File: src/hdl/psu_pkg.sv
// package of the parameter safeload unit: register indices, field layout, timing, types
// assumes a 40 MHz core clock and a 28-bit parameter word
package psu_pkg;

  // ************************************************************
  // widths and memory
  // ************************************************************
  localparam int             DW           = 28;
  localparam int             AXI_AW       = 8;
  localparam int             PM_DEPTH     = 16;

  // ************************************************************
  // register indices, byte address is four times the index
  // ************************************************************
  localparam logic [4:0]     IDX_CIRC     = 5'h00;
  localparam logic [4:0]     IDX_STAGE1   = 5'h01;
  localparam logic [4:0]     IDX_STAGE5   = 5'h05;
  localparam logic [4:0]     IDX_DEST     = 5'h06;
  localparam logic [4:0]     IDX_COUNT    = 5'h07;
  localparam logic [4:0]     IDX_SLEW_TGT = 5'h08;
  localparam logic [4:0]     IDX_STATUS   = 5'h10;
  localparam logic [4:0]     IDX_BOOT     = 5'h11;
  localparam logic [4:0]     IDX_SLEW_CUR = 5'h12;

  // ************************************************************
  // status fields and reset values
  // ************************************************************
  localparam int             ST_PENDING   = 0;
  localparam int             ST_BUSY      = 1;
  localparam int             ST_OVERRUN   = 2;
  localparam logic [DW-1:0]  PM_RESET     = 28'h0000000;
  localparam logic [2:0]     STAGE_SLOTS  = 3'h5;
  localparam logic [5:0]     BOOT_WORDS   = 6'h24;

  // ************************************************************
  // bus answers
  // ************************************************************
  localparam logic [1:0]     RESP_OKAY    = 2'h0;
  localparam logic [1:0]     RESP_SLVERR  = 2'h2;

  // ************************************************************
  // timing
  // ************************************************************
  localparam real            CLK_MHZ          = 40.0;
  localparam real            SAMPLE_PERIOD_US = 20.83;
  localparam int             TRIG_GAP_CYC     = int'($ceil(SAMPLE_PERIOD_US * CLK_MHZ));
  localparam logic [9:0]     TRIG_GAP_LOAD    = 10'(TRIG_GAP_CYC - 1);

  // ************************************************************
  // slew
  // ************************************************************
  localparam logic [DW-1:0]  SLEW_LIN_STEP = 28'h0001000;
  localparam int             SLEW_RC_SHIFT = 3;

  // ************************************************************
  // types
  // ************************************************************
  typedef enum logic {SLEW_RC, SLEW_LINEAR} psu_slew_curve_t;
  typedef enum logic {ST_IDLE, ST_XFER}     psu_state_t;

  typedef struct packed {
    logic          en;
    logic [3:0]    addr;
    logic [DW-1:0] data;
  } psu_pm_wr_t;

endpackage

File: src/hdl/psu_safeload.sv
// parameter safeload unit with axi4-lite register access and one slew channel
// assumes frame_sync_i pulses for one cycle at each audio frame boundary
`timescale 1ns/1ps
// Function
// - words one to five stage new coefficients awaiting a clean transfer
// - word six holds destination minus one, one added before the first slot
// - each further staged word lands one address higher than the last
// - writing word seven sets count and arms a transfer for next frame
// - pending transfer is checked and run at most once per audio frame
// - word zero holds the circular data memory size
// - transfer and startup code fill the first 36 instruction words
// - slewed values step each frame toward the target until equal
// - slew target is a parameter word; current value kept apart
// - slew curves are fixed: rc-like exponential or linear ramp
module psu_safeload (
  // clock and reset
  input  wire logic                        mclk_i,
  input  wire logic                        reset_n_i,
  // write address channel
  input  wire logic                        awvalid_i,
  output logic                             awready_o,
  input  wire logic [psu_pkg::AXI_AW-1:0]  awaddr_i,
  // write data channel
  input  wire logic                        wvalid_i,
  output logic                             wready_o,
  input  wire logic [31:0]                 wdata_i,
  input  wire logic [3:0]                  wstrb_i,
  // write response channel
  output logic                             bvalid_o,
  input  wire logic                        bready_i,
  output logic      [1:0]                  bresp_o,
  // read address channel
  input  wire logic                        arvalid_i,
  output logic                             arready_o,
  input  wire logic [psu_pkg::AXI_AW-1:0]  araddr_i,
  // read data channel
  output logic                             rvalid_o,
  input  wire logic                        rready_i,
  output logic      [31:0]                 rdata_o,
  output logic      [1:0]                  rresp_o,
  // audio frame timing
  input  wire logic                        frame_sync_i,
  // core outputs
  output logic      [psu_pkg::DW-1:0]      circ_size_o,
  output logic      [psu_pkg::DW-1:0]      slew_value_o,
  output logic                             xfer_busy_o
);

  logic [psu_pkg::DW-1:0] pm_r [psu_pkg::PM_DEPTH];
  logic                   aw_held_r;
  logic                   w_held_r;
  logic [4:0]             aw_idx_r;
  logic                   aw_bad_r;
  logic [31:0]            wdata_r;
  logic [3:0]             wstrb_r;
  logic                   pending_r;
  logic                   overrun_r;
  logic [9:0]             gap_r;
  logic [2:0]             cnt_r;
  logic [2:0]             idx_r;
  logic [3:0]             dest_r;
  psu_pkg::psu_state_t    state_r;
  psu_pkg::psu_pm_wr_t    xfer_wr;
  logic                   do_wr;
  logic                   host_pm_wr;
  logic                   trig;
  logic                   start;
  logic                   cnt_nz;
  logic [2:0]             cnt_clamp;
  logic [psu_pkg::DW-1:0] wmask;
  logic [4:0]             ar_idx;
  logic                   ar_bad;
  logic [31:0]            rd_mux;

  // ************************************************************
  // write channels
  // ************************************************************
  assign do_wr      = aw_held_r && w_held_r && !bvalid_o && state_r == psu_pkg::ST_IDLE;
  assign host_pm_wr = do_wr && !aw_bad_r && aw_idx_r[4] == 1'b0;
  assign trig       = do_wr && !aw_bad_r && aw_idx_r == psu_pkg::IDX_COUNT;
  assign wmask      = {{4{wstrb_r[3]}}, {8{wstrb_r[2]}}, {8{wstrb_r[1]}}, {8{wstrb_r[0]}}};

  always_ff @(posedge mclk_i or negedge reset_n_i) begin
    if (!reset_n_i) begin
      aw_held_r <= 1'b0;
      awready_o <= 1'b1;
      aw_idx_r  <= 5'h00;
      aw_bad_r  <= 1'b0;
    end else if (awvalid_i && awready_o) begin
      aw_held_r <= 1'b1;
      awready_o <= 1'b0;
      aw_idx_r  <= awaddr_i[6:2];
      aw_bad_r  <= awaddr_i[7];
    end else if (do_wr) begin
      aw_held_r <= 1'b0;
    end else if (bvalid_o && bready_i) begin
      awready_o <= 1'b1;
    end
  end

  always_ff @(posedge mclk_i or negedge reset_n_i) begin
    if (!reset_n_i) begin
      w_held_r <= 1'b0;
      wready_o <= 1'b1;
      wdata_r  <= 32'h00000000;
      wstrb_r  <= 4'h0;
    end else if (wvalid_i && wready_o) begin
      w_held_r <= 1'b1;
      wready_o <= 1'b0;
      wdata_r  <= wdata_i;
      wstrb_r  <= wstrb_i;
    end else if (do_wr) begin
      w_held_r <= 1'b0;
    end else if (bvalid_o && bready_i) begin
      wready_o <= 1'b1;
    end
  end

  always_ff @(posedge mclk_i or negedge reset_n_i) begin
    if (!reset_n_i) begin
      bvalid_o <= 1'b0;
      bresp_o  <= psu_pkg::RESP_OKAY;
    end else if (do_wr) begin
      bvalid_o <= 1'b1;
      if (aw_bad_r || (aw_idx_r[4] && aw_idx_r != psu_pkg::IDX_STATUS &&
                       aw_idx_r != psu_pkg::IDX_BOOT && aw_idx_r != psu_pkg::IDX_SLEW_CUR)) begin
        bresp_o <= psu_pkg::RESP_SLVERR;
      end else begin
        bresp_o <= psu_pkg::RESP_OKAY;
      end
    end else if (bvalid_o && bready_i) begin
      bvalid_o <= 1'b0;
    end
  end

  // ************************************************************
  // parameter memory
  // ************************************************************
  generate
    for (genvar i = 0; i < psu_pkg::PM_DEPTH; i++) begin : g_pm
      always_ff @(posedge mclk_i or negedge reset_n_i) begin
        if (!reset_n_i) begin
          pm_r[i] <= psu_pkg::PM_RESET;
        end else if (host_pm_wr && aw_idx_r[3:0] == 4'(i)) begin
          pm_r[i] <= (pm_r[i] & ~wmask) | (wdata_r[psu_pkg::DW-1:0] & wmask);
        end else if (xfer_wr.en && xfer_wr.addr == 4'(i)) begin
          pm_r[i] <= xfer_wr.data;
        end
      end
    end
  endgenerate

  assign circ_size_o = pm_r[psu_pkg::IDX_CIRC[3:0]];

  // ************************************************************
  // safeload sequencer
  // ************************************************************
  assign cnt_nz    = |pm_r[psu_pkg::IDX_COUNT[3:0]];
  assign cnt_clamp = (pm_r[psu_pkg::IDX_COUNT[3:0]] > 28'(psu_pkg::STAGE_SLOTS)) ?
                     psu_pkg::STAGE_SLOTS : pm_r[psu_pkg::IDX_COUNT[3:0]][2:0];
  assign start     = frame_sync_i && pending_r && state_r == psu_pkg::ST_IDLE;

  always_comb begin
    xfer_wr.en   = state_r == psu_pkg::ST_XFER;
    xfer_wr.addr = dest_r + 4'(idx_r);
    xfer_wr.data = pm_r[4'(idx_r) + psu_pkg::IDX_STAGE1[3:0]];
  end

  always_ff @(posedge mclk_i or negedge reset_n_i) begin
    if (!reset_n_i) begin
      pending_r <= 1'b0;
    end else if (trig) begin
      pending_r <= 1'b1;
    end else if (start) begin
      pending_r <= 1'b0;
    end
  end

  always_ff @(posedge mclk_i or negedge reset_n_i) begin
    if (!reset_n_i) begin
      state_r     <= psu_pkg::ST_IDLE;
      xfer_busy_o <= 1'b0;
      cnt_r       <= 3'h0;
      idx_r       <= 3'h0;
      dest_r      <= 4'h0;
    end else begin
      case (state_r)
        psu_pkg::ST_IDLE: begin
          if (start && cnt_nz) begin
            state_r     <= psu_pkg::ST_XFER;
            xfer_busy_o <= 1'b1;
            cnt_r       <= cnt_clamp;
            idx_r       <= 3'h0;
            dest_r      <= pm_r[psu_pkg::IDX_DEST[3:0]][3:0] + psu_pkg::IDX_STAGE1[3:0];
          end
        end
        psu_pkg::ST_XFER: begin
          if (idx_r == cnt_r - 3'h1) begin
            state_r     <= psu_pkg::ST_IDLE;
            xfer_busy_o <= 1'b0;
          end else begin
            idx_r <= idx_r + 3'h1;
          end
        end
        default: begin
          state_r     <= psu_pkg::ST_IDLE;
          xfer_busy_o <= 1'b0;
        end
      endcase
    end
  end

  // ************************************************************
  // trigger spacing watch
  // ************************************************************
  always_ff @(posedge mclk_i or negedge reset_n_i) begin
    if (!reset_n_i) begin
      gap_r <= 10'h000;
    end else if (trig) begin
      gap_r <= psu_pkg::TRIG_GAP_LOAD;
    end else if (gap_r != 10'h000) begin
      gap_r <= gap_r - 10'h001;
    end
  end

  always_ff @(posedge mclk_i or negedge reset_n_i) begin
    if (!reset_n_i) begin
      overrun_r <= 1'b0;
    end else if (trig && gap_r != 10'h000) begin
      overrun_r <= 1'b1;
    end else if (do_wr && !aw_bad_r && aw_idx_r == psu_pkg::IDX_STATUS &&
                 wstrb_r[0] && wdata_r[psu_pkg::ST_OVERRUN]) begin
      overrun_r <= 1'b0;
    end
  end

  // ************************************************************
  // read channels
  // ************************************************************
  assign ar_idx = araddr_i[6:2];
  assign ar_bad = araddr_i[7];

  always_comb begin
    rd_mux = 32'h00000000;
    if (ar_bad) begin
      rd_mux = 32'h00000000;
    end else if (ar_idx[4] == 1'b0) begin
      rd_mux = {4'h0, pm_r[ar_idx[3:0]]};
    end else if (ar_idx == psu_pkg::IDX_STATUS) begin
      rd_mux[psu_pkg::ST_PENDING] = pending_r;
      rd_mux[psu_pkg::ST_BUSY]    = xfer_busy_o;
      rd_mux[psu_pkg::ST_OVERRUN] = overrun_r;
    end else if (ar_idx == psu_pkg::IDX_BOOT) begin
      rd_mux = {26'h0, psu_pkg::BOOT_WORDS};
    end else if (ar_idx == psu_pkg::IDX_SLEW_CUR) begin
      rd_mux = {4'h0, slew_value_o};
    end
  end

  always_ff @(posedge mclk_i or negedge reset_n_i) begin
    if (!reset_n_i) begin
      arready_o <= 1'b1;
      rvalid_o  <= 1'b0;
      rdata_o   <= 32'h00000000;
      rresp_o   <= psu_pkg::RESP_OKAY;
    end else if (arvalid_i && arready_o) begin
      arready_o <= 1'b0;
      rvalid_o  <= 1'b1;
      rdata_o   <= rd_mux;
      if (ar_bad || (ar_idx[4] && ar_idx != psu_pkg::IDX_STATUS &&
                     ar_idx != psu_pkg::IDX_BOOT && ar_idx != psu_pkg::IDX_SLEW_CUR)) begin
        rresp_o <= psu_pkg::RESP_SLVERR;
      end else begin
        rresp_o <= psu_pkg::RESP_OKAY;
      end
    end else if (rvalid_o && rready_i) begin
      rvalid_o  <= 1'b0;
      arready_o <= 1'b1;
    end
  end

  // ************************************************************
  // slew channel
  // ************************************************************
  psu_slew #(
    .CURVE     (psu_pkg::SLEW_RC)
  ) u_slew (
    .mclk_i    (mclk_i),
    .reset_n_i (reset_n_i),
    .frame_i   (frame_sync_i),
    .target_i  (pm_r[psu_pkg::IDX_SLEW_TGT[3:0]]),
    .value_o   (slew_value_o)
  );
endmodule // psu_safeload

File: src/hdl/psu_slew.sv
// slew engine: moves a working value toward a target once per audio frame
// assumes frame_i is a one-cycle pulse synchronous to mclk_i
`timescale 1ns/1ps
module psu_slew #(
  parameter psu_pkg::psu_slew_curve_t CURVE = psu_pkg::SLEW_RC
) (
  // clock and reset
  input  wire logic                    mclk_i,
  input  wire logic                    reset_n_i,
  // frame and target
  input  wire logic                    frame_i,
  input  wire logic [psu_pkg::DW-1:0]  target_i,
  // working value
  output logic      [psu_pkg::DW-1:0]  value_o
);

  logic signed [psu_pkg::DW:0]   diff;
  logic        [psu_pkg::DW-1:0] mag;
  logic        [psu_pkg::DW-1:0] step;
  logic        [psu_pkg::DW-1:0] value_nxt;

  // ************************************************************
  // step along the fixed curve
  // ************************************************************
  always_comb begin
    diff = $signed({target_i[psu_pkg::DW-1], target_i}) - $signed({value_o[psu_pkg::DW-1], value_o});
    mag  = diff[psu_pkg::DW] ? psu_pkg::DW'(-diff) : diff[psu_pkg::DW-1:0];
    if (CURVE == psu_pkg::SLEW_LINEAR) begin
      step = (mag > psu_pkg::SLEW_LIN_STEP) ? psu_pkg::SLEW_LIN_STEP : mag;
    end else begin
      step = mag >> psu_pkg::SLEW_RC_SHIFT;
      if (step == '0 && mag != '0) begin
        step = 28'h0000001;
      end
    end
    value_nxt = diff[psu_pkg::DW] ? value_o - step : value_o + step;
  end

  // current value lives here, apart from the circular region
  always_ff @(posedge mclk_i or negedge reset_n_i) begin
    if (!reset_n_i) begin
      value_o <= psu_pkg::PM_RESET;
    end else if (frame_i) begin
      value_o <= value_nxt;
    end
  end
endmodule // psu_slew

File: config.mk
export PLATFORM = sky130hd
export DESIGN_NAME = psu_safeload
export DESIGN_NICKNAME = d
export VERILOG_FILES = /design/src/hdl/psu_pkg.sv /design/src/hdl/psu_safeload.sv /design/src/hdl/psu_slew.sv
export SDC_FILE = /design/constraint.sdc
export NUM_CORES = 2
export LEC_CHECK = 0
export ABC_AREA = 1
export BUFFER_PORTS_ARGS = -buffer_cell sky130_fd_sc_hd__buf_2
export CELL_PAD_IN_SITES_DETAIL_PLACEMENT = 1
export CELL_PAD_IN_SITES_GLOBAL_PLACEMENT = 2
export CORE_MARGIN = 2
export CORE_UTILIZATION = 33
export CTS_CLUSTER_SIZE = 8
export DETAILED_ROUTE_END_ITERATION = 7
export GPL_ROUTABILITY_DRIVEN = 0
export GPL_TIMING_DRIVEN = 0
export HOLD_SLACK_MARGIN = 0.06
export MAX_ROUTING_LAYER = met4
export PLACE_DENSITY_LB_ADDON = 0.1
export SLEW_MARGIN = 10
export SYNTH_ARGS = -nofsm -noshare
export SYNTH_HDL_FRONTEND = slang
export SYNTH_SLANG_ARGS = --single-unit
File: constraint.sdc
create_clock -name mclk_i -period 5.9 [get_ports mclk_i]
set_input_delay 0.295 -clock mclk_i [delete_from_list [all_inputs] [get_ports mclk_i]]
set_output_delay 0.295 -clock mclk_i [all_outputs]
set_load 0.01 [all_outputs]
==> impl_results.md <==
- H-tree depth: 3
- Critical path endpoint category: register
- Core area: roughly 120000 sq um
- Synth top area share: 36.7%
- Total CTS buffers: 85
- Gr usage total: 40.0%
- Post-synth EDFFs: 0
- Setup TNS: -128 ps
- Initial antenna violation count: 14
- Via count: between 40000 and 50000
- Post-synth top area cell: dfrtp_1
- Unique masters post-synth: 57
- Seq/Total Area, Yosys: a little under two fifths
- Share of cells above drive strength 1: about an eighth
- Post-Syn Area: slightly below 40000 sq um
- Row cnt: 126
- DRC viols: 0
- Maximum VDD drop: around 0.00039 V
- Final worst path period need: 5960 ps
- Port Buffers: 140
- Congestion Overflow GR: 0
- YS warnings: 0
- Max Buffers Root-to-Sink: 3
- Largest net degree at the start of global routing: ~90
- DR iter-0 viols: between 5000 and 6000
- Routed Wire Length: approximately 240000 microns
- Initial Util: 33.2%
- Min-Delay Path Class: in2reg
- Final ANT Viol Nets: 0
- Pwr/cell area: around 560 nW/um^2
- Max_cap viols: 0
- Combinational power share: between 60% and 70%
- Drt wl/cell: about 31 microns
- Setup Skew: 40.3 ps
- Max-slew violations: 0
- Clk pwr share: between 10% and 20%
- Achievable frequency: around 170 MHz
- Switching Share: a little over half
- Crit path required time: around 6500 ps
- Status: finished with violations
- Vias per inst: 5.96
- Failing checks: negative setup slack
- Final Hold Vio Count: 0
- Crit-path slowest cell: fa_2
- Ys flop type: dfrtp_1
- CTS sink count: ~580
- Vias in the first global route: 45100
- Die width: ~350 microns
- Skew-Pair Late Insertion Delay: around 700 ps
- Actual slew at the worst max-slew pin: approximately 1500 ps
- Rel. slew slack: 1.11%
- Root buffer cell: clkbuf_16
- Pre-antenna DRT Iters: 6
- RSZ-0062 raised after global routing: yes
- Fin nets: 6205
- FF+latch count, synth: approximately 580
- Global-route wire length before repair: around 330000 microns
- Clk pin slew, worst setup/hold paths: about 50 ps
- Worst Path Arrival: approximately 6500 ps
- Sw Pwr: ~0.014 W
- Post-Syn Area per Cell: approximately 7 sq um
- Area growth from synthesis to layout: 21.1%
- # IOs: around 160
- Die Area: between 100000 and 150000 sq um
- Crit start category: register
- Die H: 348 microns
- Synth area leaders: dfrtp_1, o21ai_0, nand2_1
- Final Core Density: between 40% and 50%
- Internal power: roughly 0.013 W
- CTS tree: done
- Most numerous cell on the critical path: nor2_4
- Final setup fails: 3
- Class of the most critical setup path: reg2reg
- Final HPWL DP: 192000 microns
- Ys async rst share: between 90% and 100%
- Worst-path maximum fanout: 4
- Crit path largest cell delay: 570 ps
- Sequential Power Share: just under 20%
- Post-route setup slack: -61.2 ps
- Final worst path period share: 101%
- Mapped Cells: between 5000 and 6000
- Static Leak: ~20 nW
-- area by class of cell --
| type | instances | area (sq um) |
|---|---|---|
| flip-flops and latches | 575 | 14400 |
| clock inverters | 10 | 195 |
| plain buffers | 434 | 1830 |
| clock buffers | 116 | 2290 |
| repair buffers | 302 | 2200 |
| well taps | 1536 | 1920 |
| diodes | 11 | 27.5 |
| inverters | 422 | 1610 |
| fillers | 14800 | 70400 |
| multi-input cells | 4258 | 22700 |
-- power by group through the flow --
stage	Combinational [W]	Sequential, W	Clock, W
after floorplan	0.00770	0.00501	0
after global placement	0.0126	0.00525	0
after detailed placement	0.0128	0.00526	0
after CTS	0.0145	0.00517	0.00490
after global routing	0.0176	0.00527	0.00507
final	0.0165	0.00523	0.00487
-- stage by stage --
| stage | cells | total power (W) | setup WS [ps] | cell area (sq um) | hold slack (ps) |
|---|---|---|---|---|---|
| floorplan | 5689 | 0.0127 | 106 | 39000 | -0.591 |
| global placement | 7365 | 0.0179 | -9030 | 41700 | 466 |
| detailed placement | 7374 | 0.0181 | -2320 | 41900 | 277 |
| CTS | 7602 | 0.0245 | -130 | 46100 | 68.9 |
| global route | 7658 | 0.0279 | -304 | 47200 | 105 |
| finish | 7664 | 0.0266 | -61.2 | 47200 | 68.5 |
-- metal layers --
layer	vias up	track usage, %	part of all wire (%)
met2	2435	60.3	44
met5	-	-	0
li1	20100	-	-
met4	0	23.9	7.1
met3	762	10.3	9.9
met1	22400	47.9	39
-- cell usage after synthesis, types with 5 or more instances --
master / instances
nor2_2: 14
nand2_2: 20
clkbuf_1: 368
xor2_1: 26
or2_2: 7
a22o_1: 20
buf_2: 11
mux2_2: 31
o221ai_1: 172
o22ai_1: 60
clkinv_1: 6
nand4_1: 34
o21ai_0: 1193
nand2_1: 1456
inv_1: 395
nor4_1: 12
a21oi_2: 5
ha_1: 64
inv_2: 20
a21oi_1: 352
buf_4: 35
nor3_2: 5
xnor2_1: 24
buf_1: 17
nand3_2: 13
a31oi_1: 12
nor2_1: 396
o21ai_1: 61
a211oi_1: 17
nand3_1: 151
nor3_1: 11
dfrtp_1: 572
nand3b_1: 6
o211ai_1: 49
-- worst max-delay path, delay by kind of cell, from the launching register on --
kind,cells,cell delay (ps)
AOI/OAI and AO/OA,10,1730
DFF,1,440
and+or+nand+nor,17,1920
adders and majority gates,5,1310
buffers and inverters,4,220
xor gates and xnor gates,1,230
-- kinds of logic (layout without fill, tap and decap cells) --
group | count (synthesis) | in the layout | share of synthesized area, %
buffers and inverters | 856 | 1284 | 8.67
adders and majority gates | 67 | 67 | 2.21
xor gates and xnor gates | 51 | 51 | 1.16
and+or+nand+nor | 2135 | 2135 | 22.1
DFF | 575 | 575 | 36.9
AOI/OAI and AO/OA | 1968 | 1968 | 28.0
muxes | 31 | 31 | 0.895
other | 1 | 17 | 0.00961
-- cell usage in the layout, fill, tap and decap left out, drive strengths merged, types with 3 or more instances in the layout --
cell type,count
a22o,20
diode,11
o21ai,1256
nand2,1477
dlygate4sd3,44
dfrtp,572
clkinv,11
o211ai,49
nor4,12
bufinv,3
a22oi,3
dfstp,3
clkbuf,484
a31oi,12
mux2,31
xor2,27
o221ai,172
inv,418
nand4,34
conb,6
fa,3
nand3,164
or2,7
o2111ai,4
ha,64
o22ai,60
buf,324
xnor2,24
nor3,16
nand3b,8
o31ai,4
o21bai,4
a211oi,17
a21oi,357
nor2,414
-- what timing repair did --
| action | in CTS | in global routing |
|---|---|---|
| gates resized for setup | 224 | 194 |
| pin swaps | 58 | 99 |
| buffers inserted | 58 | 55 |
| endpoints found under the setup margin | 22 | 18 |
| endpoints found under the hold margin | 171 | 0 |
| hold buffers | 44 | 0 |
-- final timing paths --
kind / start / slack [ps] / cells after the start / to
setup / recovery: u_slew.value_o[0]$_DFFE_PN0P_ / -60 / 37 / u_slew.value_o[24]$_DFFE_PN0P_
max in group asynchronous: reset_n_i / 2930 / 8 / u_slew.value_o[18]$_DFFE_PN0P_
min in group asynchronous: reset_n_i / 140 / 2 / wdata_r[0]$_DFFE_PN0P_
hold reg to reg: rdata_o[1]$_DFFE_PN0P_ / 480 / 2 / rdata_o[1]$_DFFE_PN0P_
hold / removal: awvalid_i / 70 / 3 / aw_idx_r[1]$_DFFE_PN0P_
setup reg to reg: u_slew.value_o[0]$_DFFE_PN0P_ / -60 / 37 / u_slew.value_o[24]$_DFFE_PN0P_
(Power assumes the default switching activity.)
